`src/shared/mem_space_regs.svh`:
```
// Address map constants for the memory space decoder.
// Assumes inclusion by the package and the design files only.
`ifndef MEM_SPACE_REGS_SVH
`define MEM_SPACE_REGS_SVH

// Flash sizes by variant, as byte counts minus one (last address)
`define FLASH_LAST_8K      16'h1FFF
`define FLASH_LAST_4K      16'h0FFF
`define FLASH_LAST_2K      16'h07FF
// Internal data space split
`define LOWER_RAM_TOP      8'h7F
`define BANK_REGION_TOP    8'h1F
`define BIT_BYTE_BASE      8'h20
`define BIT_ADDR_TOP       8'h7F
// Stack pointer value after reset
`define SP_RESET           8'h07
// Bank select field position in the status word
`define PSW_BANK_HI        4
`define PSW_BANK_LO        3
// Direct address of the stack pointer and status word
`define SFR_ADDR_SP        8'h81
`define SFR_ADDR_PSW       8'hD0
// Bit-addressable register low nibbles
`define SFR_NIB_BIT0       4'h0
`define SFR_NIB_BIT8       4'h8
// Unique identifier occupies the top four bytes
`define UID_BASE           8'hFC
`define UID_DEFAULT        32'h1234_5678

`endif

```
`src/shared/mem_space_pkg.sv`:
```
// Types shared by the memory space decoder files.
// Assumes the constants header is on the include path.
package mem_space_pkg;

   // Kind of access that the core presents
   typedef enum logic [2:0] {
      ACC_DIRECT,
      ACC_INDIRECT,
      ACC_BIT,
      ACC_CODE_READ,
      ACC_EXT_MOVE,
      ACC_PUSH,
      ACC_POP
   } access_kind_type;

   // Flash size variant
   typedef enum logic [1:0] {
      FLASH_8K,
      FLASH_4K,
      FLASH_2K
   } flash_size_type;

endpackage

```
`src/mem_space_decoder.sv`:
```
// Data and program address decoder with internal RAM, banks, bit area and stack.
// Assumes the core presents one access per cycle and waits two cycles for read data, three for indirect reads.
`timescale 1ns/10ps
`include "mem_space_regs.svh"

// What this block does
// RULE1 - Program space is 64 kB; only the first 8, 4 or 2 kB is flash.
// RULE2 - Last flash byte is the lock byte governing read, write and erase.
// RULE3 - Program addresses beyond the lock byte are reserved and unmapped.
// RULE4 - Flash is read by code reads; written only by redirected external moves.
// RULE5 - External moves target on-chip external RAM unless redirected to flash.
// RULE6 - Internal RAM has 256 bytes at internal addresses 0x00 to 0xFF.
// RULE7 - Lower 128 bytes reachable by both direct and indirect modes.
// RULE8 - Direct access above 0x7F goes to the register space.
// RULE9 - Indirect access above 0x7F goes to upper RAM, separate from registers.
// RULE10 - 0x00 to 0x1F hold four banks of eight; status word bits pick one.
// RULE11 - Indirect pointer comes from register 0 or 1 of the active bank.
// RULE12 - Bytes 0x20 to 0x2F are also 128 bits, address 8*offset plus bit.
// RULE13 - Bit or byte access is decided only by the instruction operand type.
// RULE14 - Push writes at pointer plus one, then increments the pointer.
// RULE15 - Reset loads pointer with 0x07; stack may sit anywhere in RAM.
// RULE16 - Sixteen-bit external moves ignore upper address byte; 256 bytes repeat.
// RULE17 - Registers with low nibble 0x0 or 0x8 allow bit access; others not.
// RULE18 - Core must not touch unassigned register addresses.
// RULE19 - Without external RAM, top four internal RAM bytes hold the identifier.
// RULE20 - With 512 bytes RAM, top four external RAM bytes hold the identifier.
// RULE21 - Pop reads at the pointer, then decrements the pointer.
module mem_space_decoder
   import mem_space_pkg::*;
#(
   parameter flash_size_type FLASH_SIZE = FLASH_8K,
   parameter bit             HAS_ONCHIP_EXTERNAL_RAM   = 1'b1,
   parameter logic [31:0]    UID_VALUE  = `UID_DEFAULT  // Arbitrary identifier value
) (
   input  wire logic            clk,
   input  wire logic            rst,
   input  wire logic            req,
   input  access_kind_type      kind,
   input  wire logic            wr,
   input  wire logic [15:0]     addr,
   input  wire logic            use_working_register_1,
   input  wire logic            ext_move_pointer_mode,
   input  wire logic            flash_redirect,
   input  wire logic [7:0]      wdata,
   input  wire logic            wbit,
   output logic      [7:0]      rdata,
   output logic                 rbit,
   output logic                 rvalid,
   output logic      [7:0]      stack_pointer,
   output logic      [1:0]      active_bank,
   output logic                 sfr_sel,
   output logic      [7:0]      sfr_addr,
   output logic                 sfr_bit_ok,
   output logic                 flash_sel,
   output logic      [15:0]     flash_addr,
   output logic                 flash_wr,
   output logic                 flash_lock_sel,
   output logic                 code_reserved,
   output logic                 bad_access
);

   // ============================================================
   // Decode helpers
   function automatic logic is_bit_sfr(input logic [7:0] a);
      is_bit_sfr = (a[3:0] == `SFR_NIB_BIT0) || (a[3:0] == `SFR_NIB_BIT8);  // RULE17
   endfunction

   function automatic logic [15:0] flash_last(input flash_size_type s);
      unique case (s)
         FLASH_8K: flash_last = `FLASH_LAST_8K;
         FLASH_4K: flash_last = `FLASH_LAST_4K;
         FLASH_2K: flash_last = `FLASH_LAST_2K;
         default:  flash_last = `FLASH_LAST_2K;
      endcase
   endfunction

   // ============================================================
   // State
   logic [7:0] sp_q, sp_d;
   logic [7:0] psw_q, psw_d;
   logic [7:0] rdata_q, rdata_d;
   logic       rbit_q, rbit_d;
   logic       rvalid_q, rvalid_d;
   logic [2:0] bitpos_q, bitpos_d;
   logic       src_iram_q, src_iram_d;
   logic       src_onchip_external_ram_q, src_onchip_external_ram_d;
   logic       src_uid_q, src_uid_d;
   logic [1:0] uid_idx_q, uid_idx_d;
   logic       bitop_q, bitop_d;
   logic       ptr_fetch_q, ptr_fetch_d;
   logic       ptr_wr_q, ptr_wr_d;
   logic [7:0] ptr_wdata_q, ptr_wdata_d;
   logic       bitwb_q, bitwb_d;
   logic [7:0] bitaddr_q, bitaddr_d;
   logic       bitval_q, bitval_d;
   logic [7:0] bit_merged;

   // RAM ports
   logic       iram_we;
   logic [7:0] iram_addr;
   logic [7:0] iram_wdata;
   logic [7:0] iram_rdata;
   logic       onchip_external_ram_we;
   logic [7:0] onchip_external_ram_addr;
   logic [7:0] onchip_external_ram_rdata;

   logic [1:0] bank;
   logic [7:0] bit_byte;
   logic [15:0] last;

   assign bank     = {psw_q[`PSW_BANK_HI], psw_q[`PSW_BANK_LO]};  // RULE10
   assign last     = flash_last(FLASH_SIZE);
   assign bit_byte = `BIT_BYTE_BASE + {4'h0, addr[6:3]};          // RULE12

   // ============================================================
   // Internal RAM, 256 bytes
   byte_ram #(.DEPTH(256), .AW(8)) u_iram (  // RULE6
      .clk   (clk),
      .we    (iram_we),
      .addr  (iram_addr),
      .wdata (iram_wdata),
      .rdata (iram_rdata)
   );

   // On-chip external RAM; unused when the variant has none
   byte_ram #(.DEPTH(256), .AW(8)) u_onchip_external_ram (
      .clk   (clk),
      .we    (onchip_external_ram_we),
      .addr  (onchip_external_ram_addr),
      .wdata (wdata),
      .rdata (onchip_external_ram_rdata)
   );

   // ============================================================
   // Access decode: next state and RAM controls
   always_comb begin
      sp_d        = sp_q;
      psw_d       = psw_q;
      bitpos_d    = bitpos_q;
      src_iram_d  = 1'b0;
      src_onchip_external_ram_d  = 1'b0;
      src_uid_d   = 1'b0;
      uid_idx_d   = uid_idx_q;
      bitop_d     = 1'b0;
      ptr_fetch_d = 1'b0;
      ptr_wr_d    = ptr_wr_q;
      ptr_wdata_d = ptr_wdata_q;
      iram_we     = 1'b0;
      iram_addr   = addr[7:0];
      iram_wdata  = wdata;
      onchip_external_ram_we     = 1'b0;
      onchip_external_ram_addr   = addr[7:0];                  // RULE16
      sfr_sel     = 1'b0;
      sfr_addr    = addr[7:0];
      sfr_bit_ok  = 1'b0;
      flash_sel   = 1'b0;
      flash_addr  = addr;                       // RULE1
      flash_wr    = 1'b0;
      flash_lock_sel = 1'b0;
      code_reserved  = 1'b0;
      bad_access     = 1'b0;
      if (ptr_fetch_q) begin
         // Second step of indirect access: pointer byte now read
         iram_addr  = iram_rdata;               // RULE9
         iram_we    = ptr_wr_q;
         iram_wdata = ptr_wdata_q;
         src_iram_d = !ptr_wr_q;
         if (!HAS_ONCHIP_EXTERNAL_RAM && iram_rdata >= `UID_BASE) begin
            iram_we   = 1'b0;                   // RULE19
            src_uid_d = !ptr_wr_q;
            uid_idx_d = iram_rdata[1:0];
         end
      end else if (bitwb_q) begin
         // Second step of a bit write: merged byte goes back
         iram_addr  = bitaddr_q;                // RULE12
         iram_we    = 1'b1;
         iram_wdata = bit_merged;
      end else if (req) begin
         unique case (kind)
            ACC_DIRECT: begin
               if (addr[7:0] > `LOWER_RAM_TOP) begin
                  sfr_sel = 1'b1;               // RULE8
                  sfr_bit_ok = is_bit_sfr(addr[7:0]);  // RULE17
                  if (wr && addr[7:0] == `SFR_ADDR_SP) begin
                     sp_d = wdata;
                  end
                  if (wr && addr[7:0] == `SFR_ADDR_PSW) begin
                     psw_d = wdata;
                  end
               end else begin
                  iram_we    = wr;              // RULE7
                  src_iram_d = !wr;
               end
            end
            ACC_INDIRECT: begin
               // Fetch pointer from working register 0 or 1 of active bank
               iram_addr   = {3'b000, bank, 2'b00, use_working_register_1};  // RULE11
               ptr_fetch_d = 1'b1;
               ptr_wr_d    = wr;
               ptr_wdata_d = wdata;
            end
            ACC_BIT: begin
               bitop_d = 1'b1;                  // RULE13
               if (addr[7]) begin
                  sfr_sel    = is_bit_sfr({addr[7:3], 3'b000});
                  sfr_addr   = {addr[7:3], 3'b000};
                  sfr_bit_ok = is_bit_sfr({addr[7:3], 3'b000});  // RULE17
                  bad_access = !sfr_bit_ok;
               end else begin
                  iram_addr  = bit_byte;        // RULE12
                  bitpos_d   = addr[2:0];
                  src_iram_d = !wr;
               end
            end
            ACC_CODE_READ: begin
               if (addr > last) begin
                  code_reserved = 1'b1;         // RULE3
               end else begin
                  flash_sel      = 1'b1;        // RULE4
                  flash_lock_sel = (addr == last);  // RULE2
               end
            end
            ACC_EXT_MOVE: begin
               if (flash_redirect && wr) begin
                  flash_sel  = (addr <= last);  // RULE4
                  flash_wr   = (addr <= last);
                  code_reserved  = (addr > last);
                  flash_lock_sel = (addr == last);
               end else if (HAS_ONCHIP_EXTERNAL_RAM) begin
                  onchip_external_ram_addr = ext_move_pointer_mode ? addr[7:0] : addr[7:0];  // RULE5
                  if (addr[7:0] >= `UID_BASE) begin
                     src_uid_d = !wr;           // RULE20
                     uid_idx_d = addr[1:0];
                  end else begin
                     onchip_external_ram_we    = wr;
                     src_onchip_external_ram_d = !wr;
                  end
               end else begin
                  bad_access = 1'b1;
               end
            end
            ACC_PUSH: begin
               iram_addr = sp_q + 8'h01;        // RULE14
               iram_we   = 1'b1;
               sp_d      = sp_q + 8'h01;
            end
            ACC_POP: begin
               iram_addr  = sp_q;               // RULE21
               src_iram_d = 1'b1;
               sp_d       = sp_q - 8'h01;
            end
            default: bad_access = 1'b1;
         endcase
      end
   end

   // Bit write is a read-modify-write done in the next cycle
   always_comb begin
      bit_merged = iram_rdata;
      bit_merged[bitpos_q] = bitval_q;  // RULE12
   end

   // Read data selection
   always_comb begin
      rdata_d  = rdata_q;
      rbit_d   = rbit_q;
      rvalid_d = src_iram_q || src_onchip_external_ram_q || src_uid_q;  // Valid together with the word it qualifies
      if (src_iram_q) begin
         rdata_d = iram_rdata;
         rbit_d  = bitop_q ? iram_rdata[bitpos_q] : rbit_q;  // RULE13
      end else if (src_onchip_external_ram_q) begin
         rdata_d = onchip_external_ram_rdata;
      end else if (src_uid_q) begin
         rdata_d = UID_VALUE[{uid_idx_q, 3'b000} +: 8];  // RULE19
      end
   end

   // ============================================================
   // Register state
   always_ff @(posedge clk) begin
      if (rst) begin
         sp_q        <= `SP_RESET;              // RULE15
         psw_q       <= 8'h00;
         rdata_q     <= 8'h00;
         rbit_q      <= 1'b0;
         rvalid_q    <= 1'b0;
         bitpos_q    <= 3'b000;
         src_iram_q  <= 1'b0;
         src_onchip_external_ram_q  <= 1'b0;
         src_uid_q   <= 1'b0;
         uid_idx_q   <= 2'b00;
         bitop_q     <= 1'b0;
         ptr_fetch_q <= 1'b0;
         ptr_wr_q    <= 1'b0;
         ptr_wdata_q <= 8'h00;
      end else begin
         sp_q        <= sp_d;
         psw_q       <= psw_d;
         rdata_q     <= rdata_d;
         rbit_q      <= rbit_d;
         rvalid_q    <= rvalid_d;
         bitpos_q    <= bitpos_d;
         src_iram_q  <= src_iram_d;
         src_onchip_external_ram_q  <= src_onchip_external_ram_d;
         src_uid_q   <= src_uid_d;
         uid_idx_q   <= uid_idx_d;
         bitop_q     <= bitop_d;
         ptr_fetch_q <= ptr_fetch_d;
         ptr_wr_q    <= ptr_wr_d;
         ptr_wdata_q <= ptr_wdata_d;
      end
   end

   // Bit write-back: target byte, bit value and a one-cycle strobe
   always_comb begin
      bitwb_d   = req && !ptr_fetch_q && !bitwb_q && kind == ACC_BIT && wr && !addr[7];
      bitaddr_d = bit_byte;
      bitval_d  = wbit;
   end
   always_ff @(posedge clk) begin
      if (rst) begin
         bitwb_q   <= 1'b0;
         bitaddr_q <= 8'h00;
         bitval_q  <= 1'b0;
      end else begin
         bitwb_q   <= bitwb_d;
         bitaddr_q <= bitaddr_d;
         bitval_q  <= bitval_d;
      end
   end

   assign rdata         = rdata_q;
   assign rbit          = rbit_q;
   assign rvalid        = rvalid_q;
   assign stack_pointer = sp_q;
   assign active_bank   = bank;

endmodule // mem_space_decoder

```
`src/byte_ram.sv`:
```
// Single-port byte RAM with synchronous read, used for the data spaces.
// Assumes one access per cycle from the decoder on the same clock.
`timescale 1ns/10ps

module byte_ram #(
   parameter int DEPTH = 256,
   parameter int AW    = 8
) (
   input  wire logic          clk,
   input  wire logic          we,
   input  wire logic [AW-1:0] addr,
   input  wire logic [7:0]    wdata,
   output logic      [7:0]    rdata
);

   logic [7:0] mem [DEPTH];
   logic [7:0] rdata_d;

   // ============================================================
   // Read path
   always_comb begin
      rdata_d = mem[addr];
   end

   // Write, and register the read word
   always_ff @(posedge clk) begin
      if (we) begin
         mem[addr] <= wdata;
      end
      rdata <= rdata_d;
   end

endmodule // byte_ram

```
`config.mk`:
```
export PLATFORM = sky130hd
export DESIGN_NAME = mem_space_decoder
export DESIGN_NICKNAME = d
export VERILOG_FILES = /design/src/shared/mem_space_pkg.sv /design/src/mem_space_decoder.sv /design/src/byte_ram.sv
export VERILOG_INCLUDE_DIRS = /design/src /design/src/shared
export SDC_FILE = /design/constraint.sdc
export NUM_CORES = 2
export LEC_CHECK = 0
export BUFFER_PORTS_ARGS = -buffer_cell sky130_fd_sc_hd__buf_2
export CORE_ASPECT_RATIO = 1.5
export CORE_MARGIN = 1
export CORE_UTILIZATION = 50
export DETAILED_ROUTE_END_ITERATION = 10
export PLACE_DENSITY = 0.61
export SKIP_CTS_REPAIR_TIMING = 1
export SYNTH_ARGS = -nofsm -noshare
export SYNTH_HDL_FRONTEND = slang
export SYNTH_SLANG_ARGS = --single-unit
```
`constraint.sdc`:
```
create_clock -name clk -period 47.3 [get_ports clk]
set_input_delay 9.46 -clock clk [delete_from_list [all_inputs] [get_ports clk]]
set_output_delay 9.46 -clock clk [all_outputs]
set_load 0.02 [all_outputs]
```
==> results.md <==
- Outcome: finished, final reports clean
- Detailed-route wire length: between 400 and 500 mm
- WL per Instance: roughly 34 µm
- Worst Max-Slew Pin Slew: between 1000 and 1500 ps
- Worst r2r path cells: 14
- Number of enable-type register cells in the synthesized netlist: between 4,000 and 5,000
- Critical Path Start: addr[7]
- Wire length of the first global-routing pass: between 600 and 700 mm
- I/O Pins: 86
- Worst hold path class: reg2reg
- Clock slew at reported path FFs: 70 ps
- R2R Path End: u_iram.rdata[0]$_DFF_P_
- DR iter-0 viols: approximately 11,000
- Syn avg cell area: about 18 µm²
- Die height: 703 µm
- Total overflow reported by the global router: 0
- Remaining antenna violation count after routing: 0
- Worst setup endpoint: flash_lock_sel
- Number of iterations in the first detailed-routing pass: 8
- GRT Util Overall: 0.283
- Number of antenna violations at the first check in global routing: 18
- Clk sink count: about 4,200
- RSZ-0062 raised after global routing: no
- Site row count: between 200 and 300
- Type of the setup path with the least slack: in2out
- Vias in the first global route: just under 90,000
- Endpoint class of the critical path: output pin
- Horiz. Die Dim: between 400 and 500 µm
- Relative slew slack: 0.0825
- Total CTS buffers: 380
- TritonCTS clock tree: done
- Clock latency of the later-clocked register in the worst-skew pair: around 950 ps
- Period utilization: 0.460
- Warnings, synthesis: 0
- Weighted congestion at the end of routability-driven global placement: 0.930
- Final hold violation count: 0
- Fraction of final layout cells with drive strength greater than 1: 0.185
- Power density over the cells: 42.8 mW/mm²
- Fraction of registers with async set/reset: 0
- Arrival time of data at the critical path endpoint: 12,310 ps
- Final cell area excluding filler cells: approximately 0.18 mm²
- Post-layout nets: 9,297
- Number of different library cells in the post-synthesis netlist: approximately 80
- H-tree lvl count: 5
- Maximum number of pins on one net before global-route repair: about 200
- Synth Cell Area: roughly 0.16 mm²
- Die area: about 0.33 mm²
- Startpoint kind of the worst setup timing path: input pin
- Worst flop-to-flop path startpoint: bitwb_q$_SDFF_PP0_
- Cell area after placement: ~0.17 mm²
- Proportion of synthesized chip area in sequential cells: 0.759
- Setup skew after layout: approximately 59 ps
- Final count of pins violating max slew: 0
- Hpwl dp: approximately 290 mm
- Standby leakage power: around 0.057 µW
- Synthesis-stage register bit count: between 4,000 and 5,000
- Syn Inst Count: between 9,000 and 10,000
- Register-to-register setup slack: approximately 39,000 ps
- Core footprint: 0.325 mm²
- CP max FO: 36
- DR vias/cell: 6.33
- Root Driver: sky130_fd_sc_hd__clkbuf_16
- Core Util, Final: 0.557
- Final-layout setup total negative slack: 0 ps
- Filler cell count in the final layout: about 25,000
- Port Buf Inserts: between 80 and 90
- Growth of design area from synthesis to finish: 10.6%
- Effective utilization at floorplan: 0.504
- Max rail drop VDD: roughly 31 µV
- Total of endpoints with negative setup slack in the final report: 0
- Via count of the routed design: between 80,000 and 90,000
- Maximum count of clock buffers along a single path: 4
- DRC violation count after routing: 0
- FMAX: 0.0459 GHz
- Fin crit period: around 22,000 ps
- Critical path required time: approximately 38,000 ps
- Primary FF master, synth: sky130_fd_sc_hd__edfxtp_1
- Number of violations of the max-capacitance limit: 0
==> synthesized netlist by cell type, types with 5 or more instances <==
master | n | area, µm²
sky130_fd_sc_hd__o221ai_1 | 7 | 61.3
sky130_fd_sc_hd__mux2i_1 | 51 | 510
sky130_fd_sc_hd__a21o_1 | 6 | 45.0
sky130_fd_sc_hd__a32o_1 | 5 | 50.1
sky130_fd_sc_hd__nor3b_1 | 6 | 45.0
sky130_fd_sc_hd__or4_1 | 10 | 75.1
sky130_fd_sc_hd__a22oi_1 | 63 | 473
sky130_fd_sc_hd__a32oi_1 | 26 | 228
sky130_fd_sc_hd__mux2_2 | 10 | 113
sky130_fd_sc_hd__a41oi_1 | 5 | 43.8
sky130_fd_sc_hd__nor4_1 | 25 | 156
sky130_fd_sc_hd__nand2b_1 | 12 | 75.1
sky130_fd_sc_hd__inv_1 | 13 | 48.8
sky130_fd_sc_hd__o22ai_1 | 15 | 93.8
sky130_fd_sc_hd__o31ai_1 | 5 | 37.5
sky130_fd_sc_hd__o211ai_1 | 17 | 128
sky130_fd_sc_hd__nor2_1 | 600 | 2250
sky130_fd_sc_hd__buf_1 | 82 | 308
sky130_fd_sc_hd__nand2_1 | 1348 | 5060
sky130_fd_sc_hd__buf_4 | 61 | 458
sky130_fd_sc_hd__buf_2 | 198 | 991
sky130_fd_sc_hd__a31oi_1 | 59 | 369
sky130_fd_sc_hd__nor3_1 | 43 | 215
sky130_fd_sc_hd__and3_1 | 93 | 582
sky130_fd_sc_hd__mux4_2 | 864 | 19500
sky130_fd_sc_hd__a311oi_1 | 96 | 841
sky130_fd_sc_hd__dfxtp_1 | 62 | 1240
sky130_fd_sc_hd__o21ai_0 | 63 | 315
sky130_fd_sc_hd__clkbuf_1 | 253 | 950
sky130_fd_sc_hd__and2_1 | 7 | 43.8
sky130_fd_sc_hd__nand4_1 | 51 | 319
sky130_fd_sc_hd__buf_6 | 9 | 101
sky130_fd_sc_hd__a211oi_1 | 22 | 165
sky130_fd_sc_hd__o2111ai_1 | 7 | 61.3
sky130_fd_sc_hd__nor2b_1 | 25 | 156
sky130_fd_sc_hd__a22o_1 | 9 | 78.8
sky130_fd_sc_hd__a21oi_1 | 96 | 480
sky130_fd_sc_hd__edfxtp_1 | 4096 | 123000
sky130_fd_sc_hd__a221oi_1 | 7 | 61.3
sky130_fd_sc_hd__nand3_1 | 641 | 3210
==> per-layer routing <==
layer  GRT usage  vias up  part of all wire
li1            -    36439                 -
met1       0.335    45902              0.34
met2       0.479     4153              0.51
met3      0.0460     1098             0.072
met4       0.186        8             0.078
met5           0        -           0.00011
==> power by group <==
group | total (µW) | switching [µW] | internal, µW | leakage (µW)
Sequential | 4070 | 14.7 | 4060 | 0.0374
Combinational | 630 | 442 | 188 | 0.0136
Clock | 3050 | 1360 | 1690 | 0.00585
==> how the worst min path moves through the flow <==
stage / cells past startpoint / slack (ps) / startpoint / end
after floorplan: 2 / 440 / ptr_wdata_q[0]$_SDFFE_PP0P_ / ptr_wdata_q[0]$_SDFFE_PP0P_
after global placement: 2 / 440 / ptr_wdata_q[1]$_SDFFE_PP0P_ / ptr_wdata_q[1]$_SDFFE_PP0P_
after detailed placement: 2 / 450 / ptr_wdata_q[6]$_SDFFE_PP0P_ / ptr_wdata_q[6]$_SDFFE_PP0P_
after CTS: 2 / 460 / ptr_wdata_q[6]$_SDFFE_PP0P_ / ptr_wdata_q[6]$_SDFFE_PP0P_
after global routing: 2 / 480 / ptr_wdata_q[0]$_SDFFE_PP0P_ / ptr_wdata_q[0]$_SDFFE_PP0P_
final: 2 / 460 / ptr_wdata_q[6]$_SDFFE_PP0P_ / ptr_wdata_q[6]$_SDFFE_PP0P_
==> worst max-delay path, stage by stage <==
cell	delay, ps
sky130_fd_sc_hd__buf_2	70
sky130_fd_sc_hd__buf_4	470
sky130_fd_sc_hd__and2_1	210
sky130_fd_sc_hd__buf_4	220
sky130_fd_sc_hd__nand3_1	370
sky130_fd_sc_hd__nor3_2	970
sky130_fd_sc_hd__and3_1	290
sky130_fd_sc_hd__buf_2	160
==> through the flow <==
step / worst slack (ps) / hold slack (ps) / total power (µW) / cells
6_report: 25530 / 459 / 7750 / 13833
5_1_grt: 25550 / 483 / 7930 / 13825
4_1_cts: 25710 / 456 / 7780 / 13819
3_5_place_dp: 25720 / 447 / 4780 / 13134
3_3_place_gp: 25700 / 442 / 4770 / 13134
2_1_floorplan: 25650 / 437 / 4530 / 9174
==> kinds of logic after synthesis <==
family,count (synthesis),share of synthesized area
AO/OA/AOI/OAI,550,0.0240
XOR/XNOR,4,0.000260
adder cells (fa/ha/maj),3,0.000229
buffers and inverters,617,0.0175
flip-flops,4158,0.759
multiplexers,925,0.123
other,1,0.0000229
AND/OR/NAND/NOR,2885,0.0760
==> state kept, by name, summed over array words and instances, names as in the netlist <==
register / count
src_iram_q: 1
bitop_q: 1
ptr_wdata_q: 8
rdata: 8
src_onchip_external_ram_q: 1
u_iram.mem: 2048
rvalid: 1
u_onchip_external_ram.mem: 2048
bitwb_q: 1
ptr_wr_q: 1
psw_q: 2
stack_pointer: 8
rbit: 1
bitval_q: 1
u_iram.rdata: 8
u_onchip_external_ram.rdata: 8
src_uid_q: 1
bitpos_q: 3
ptr_fetch_q: 1
bitaddr_q: 5
uid_idx_q: 2
==> placed cells by master (no fill, tap or decap), drive strengths merged, types with 64 or more instances in the layout <==
master	n
a311oi	96
o21ai	65
buf	301
nor2	600
mux4	864
clkbuf	464
nand3	641
clkinv	171
edfxtp	4096
a22oi	64
nand2	1348
a21oi	97
and3	93
==> final cells by class <==
type                            count  area, µm²  area share
Antenna cell                       14       35.0    0.000194
Clock buffer                      459       9980      0.0551
Clock inverter                    226       2020      0.0112
Inverter                           14       60.1    0.000332
Multi-Input combinational cell   4399      37000       0.204
Sequential cell                  4158     124000       0.686
Tap cell                         4257       5330      0.0294
Timing Repair Buffer              306       2390      0.0132
Note: power is estimated with default switching activity, not from simulation.
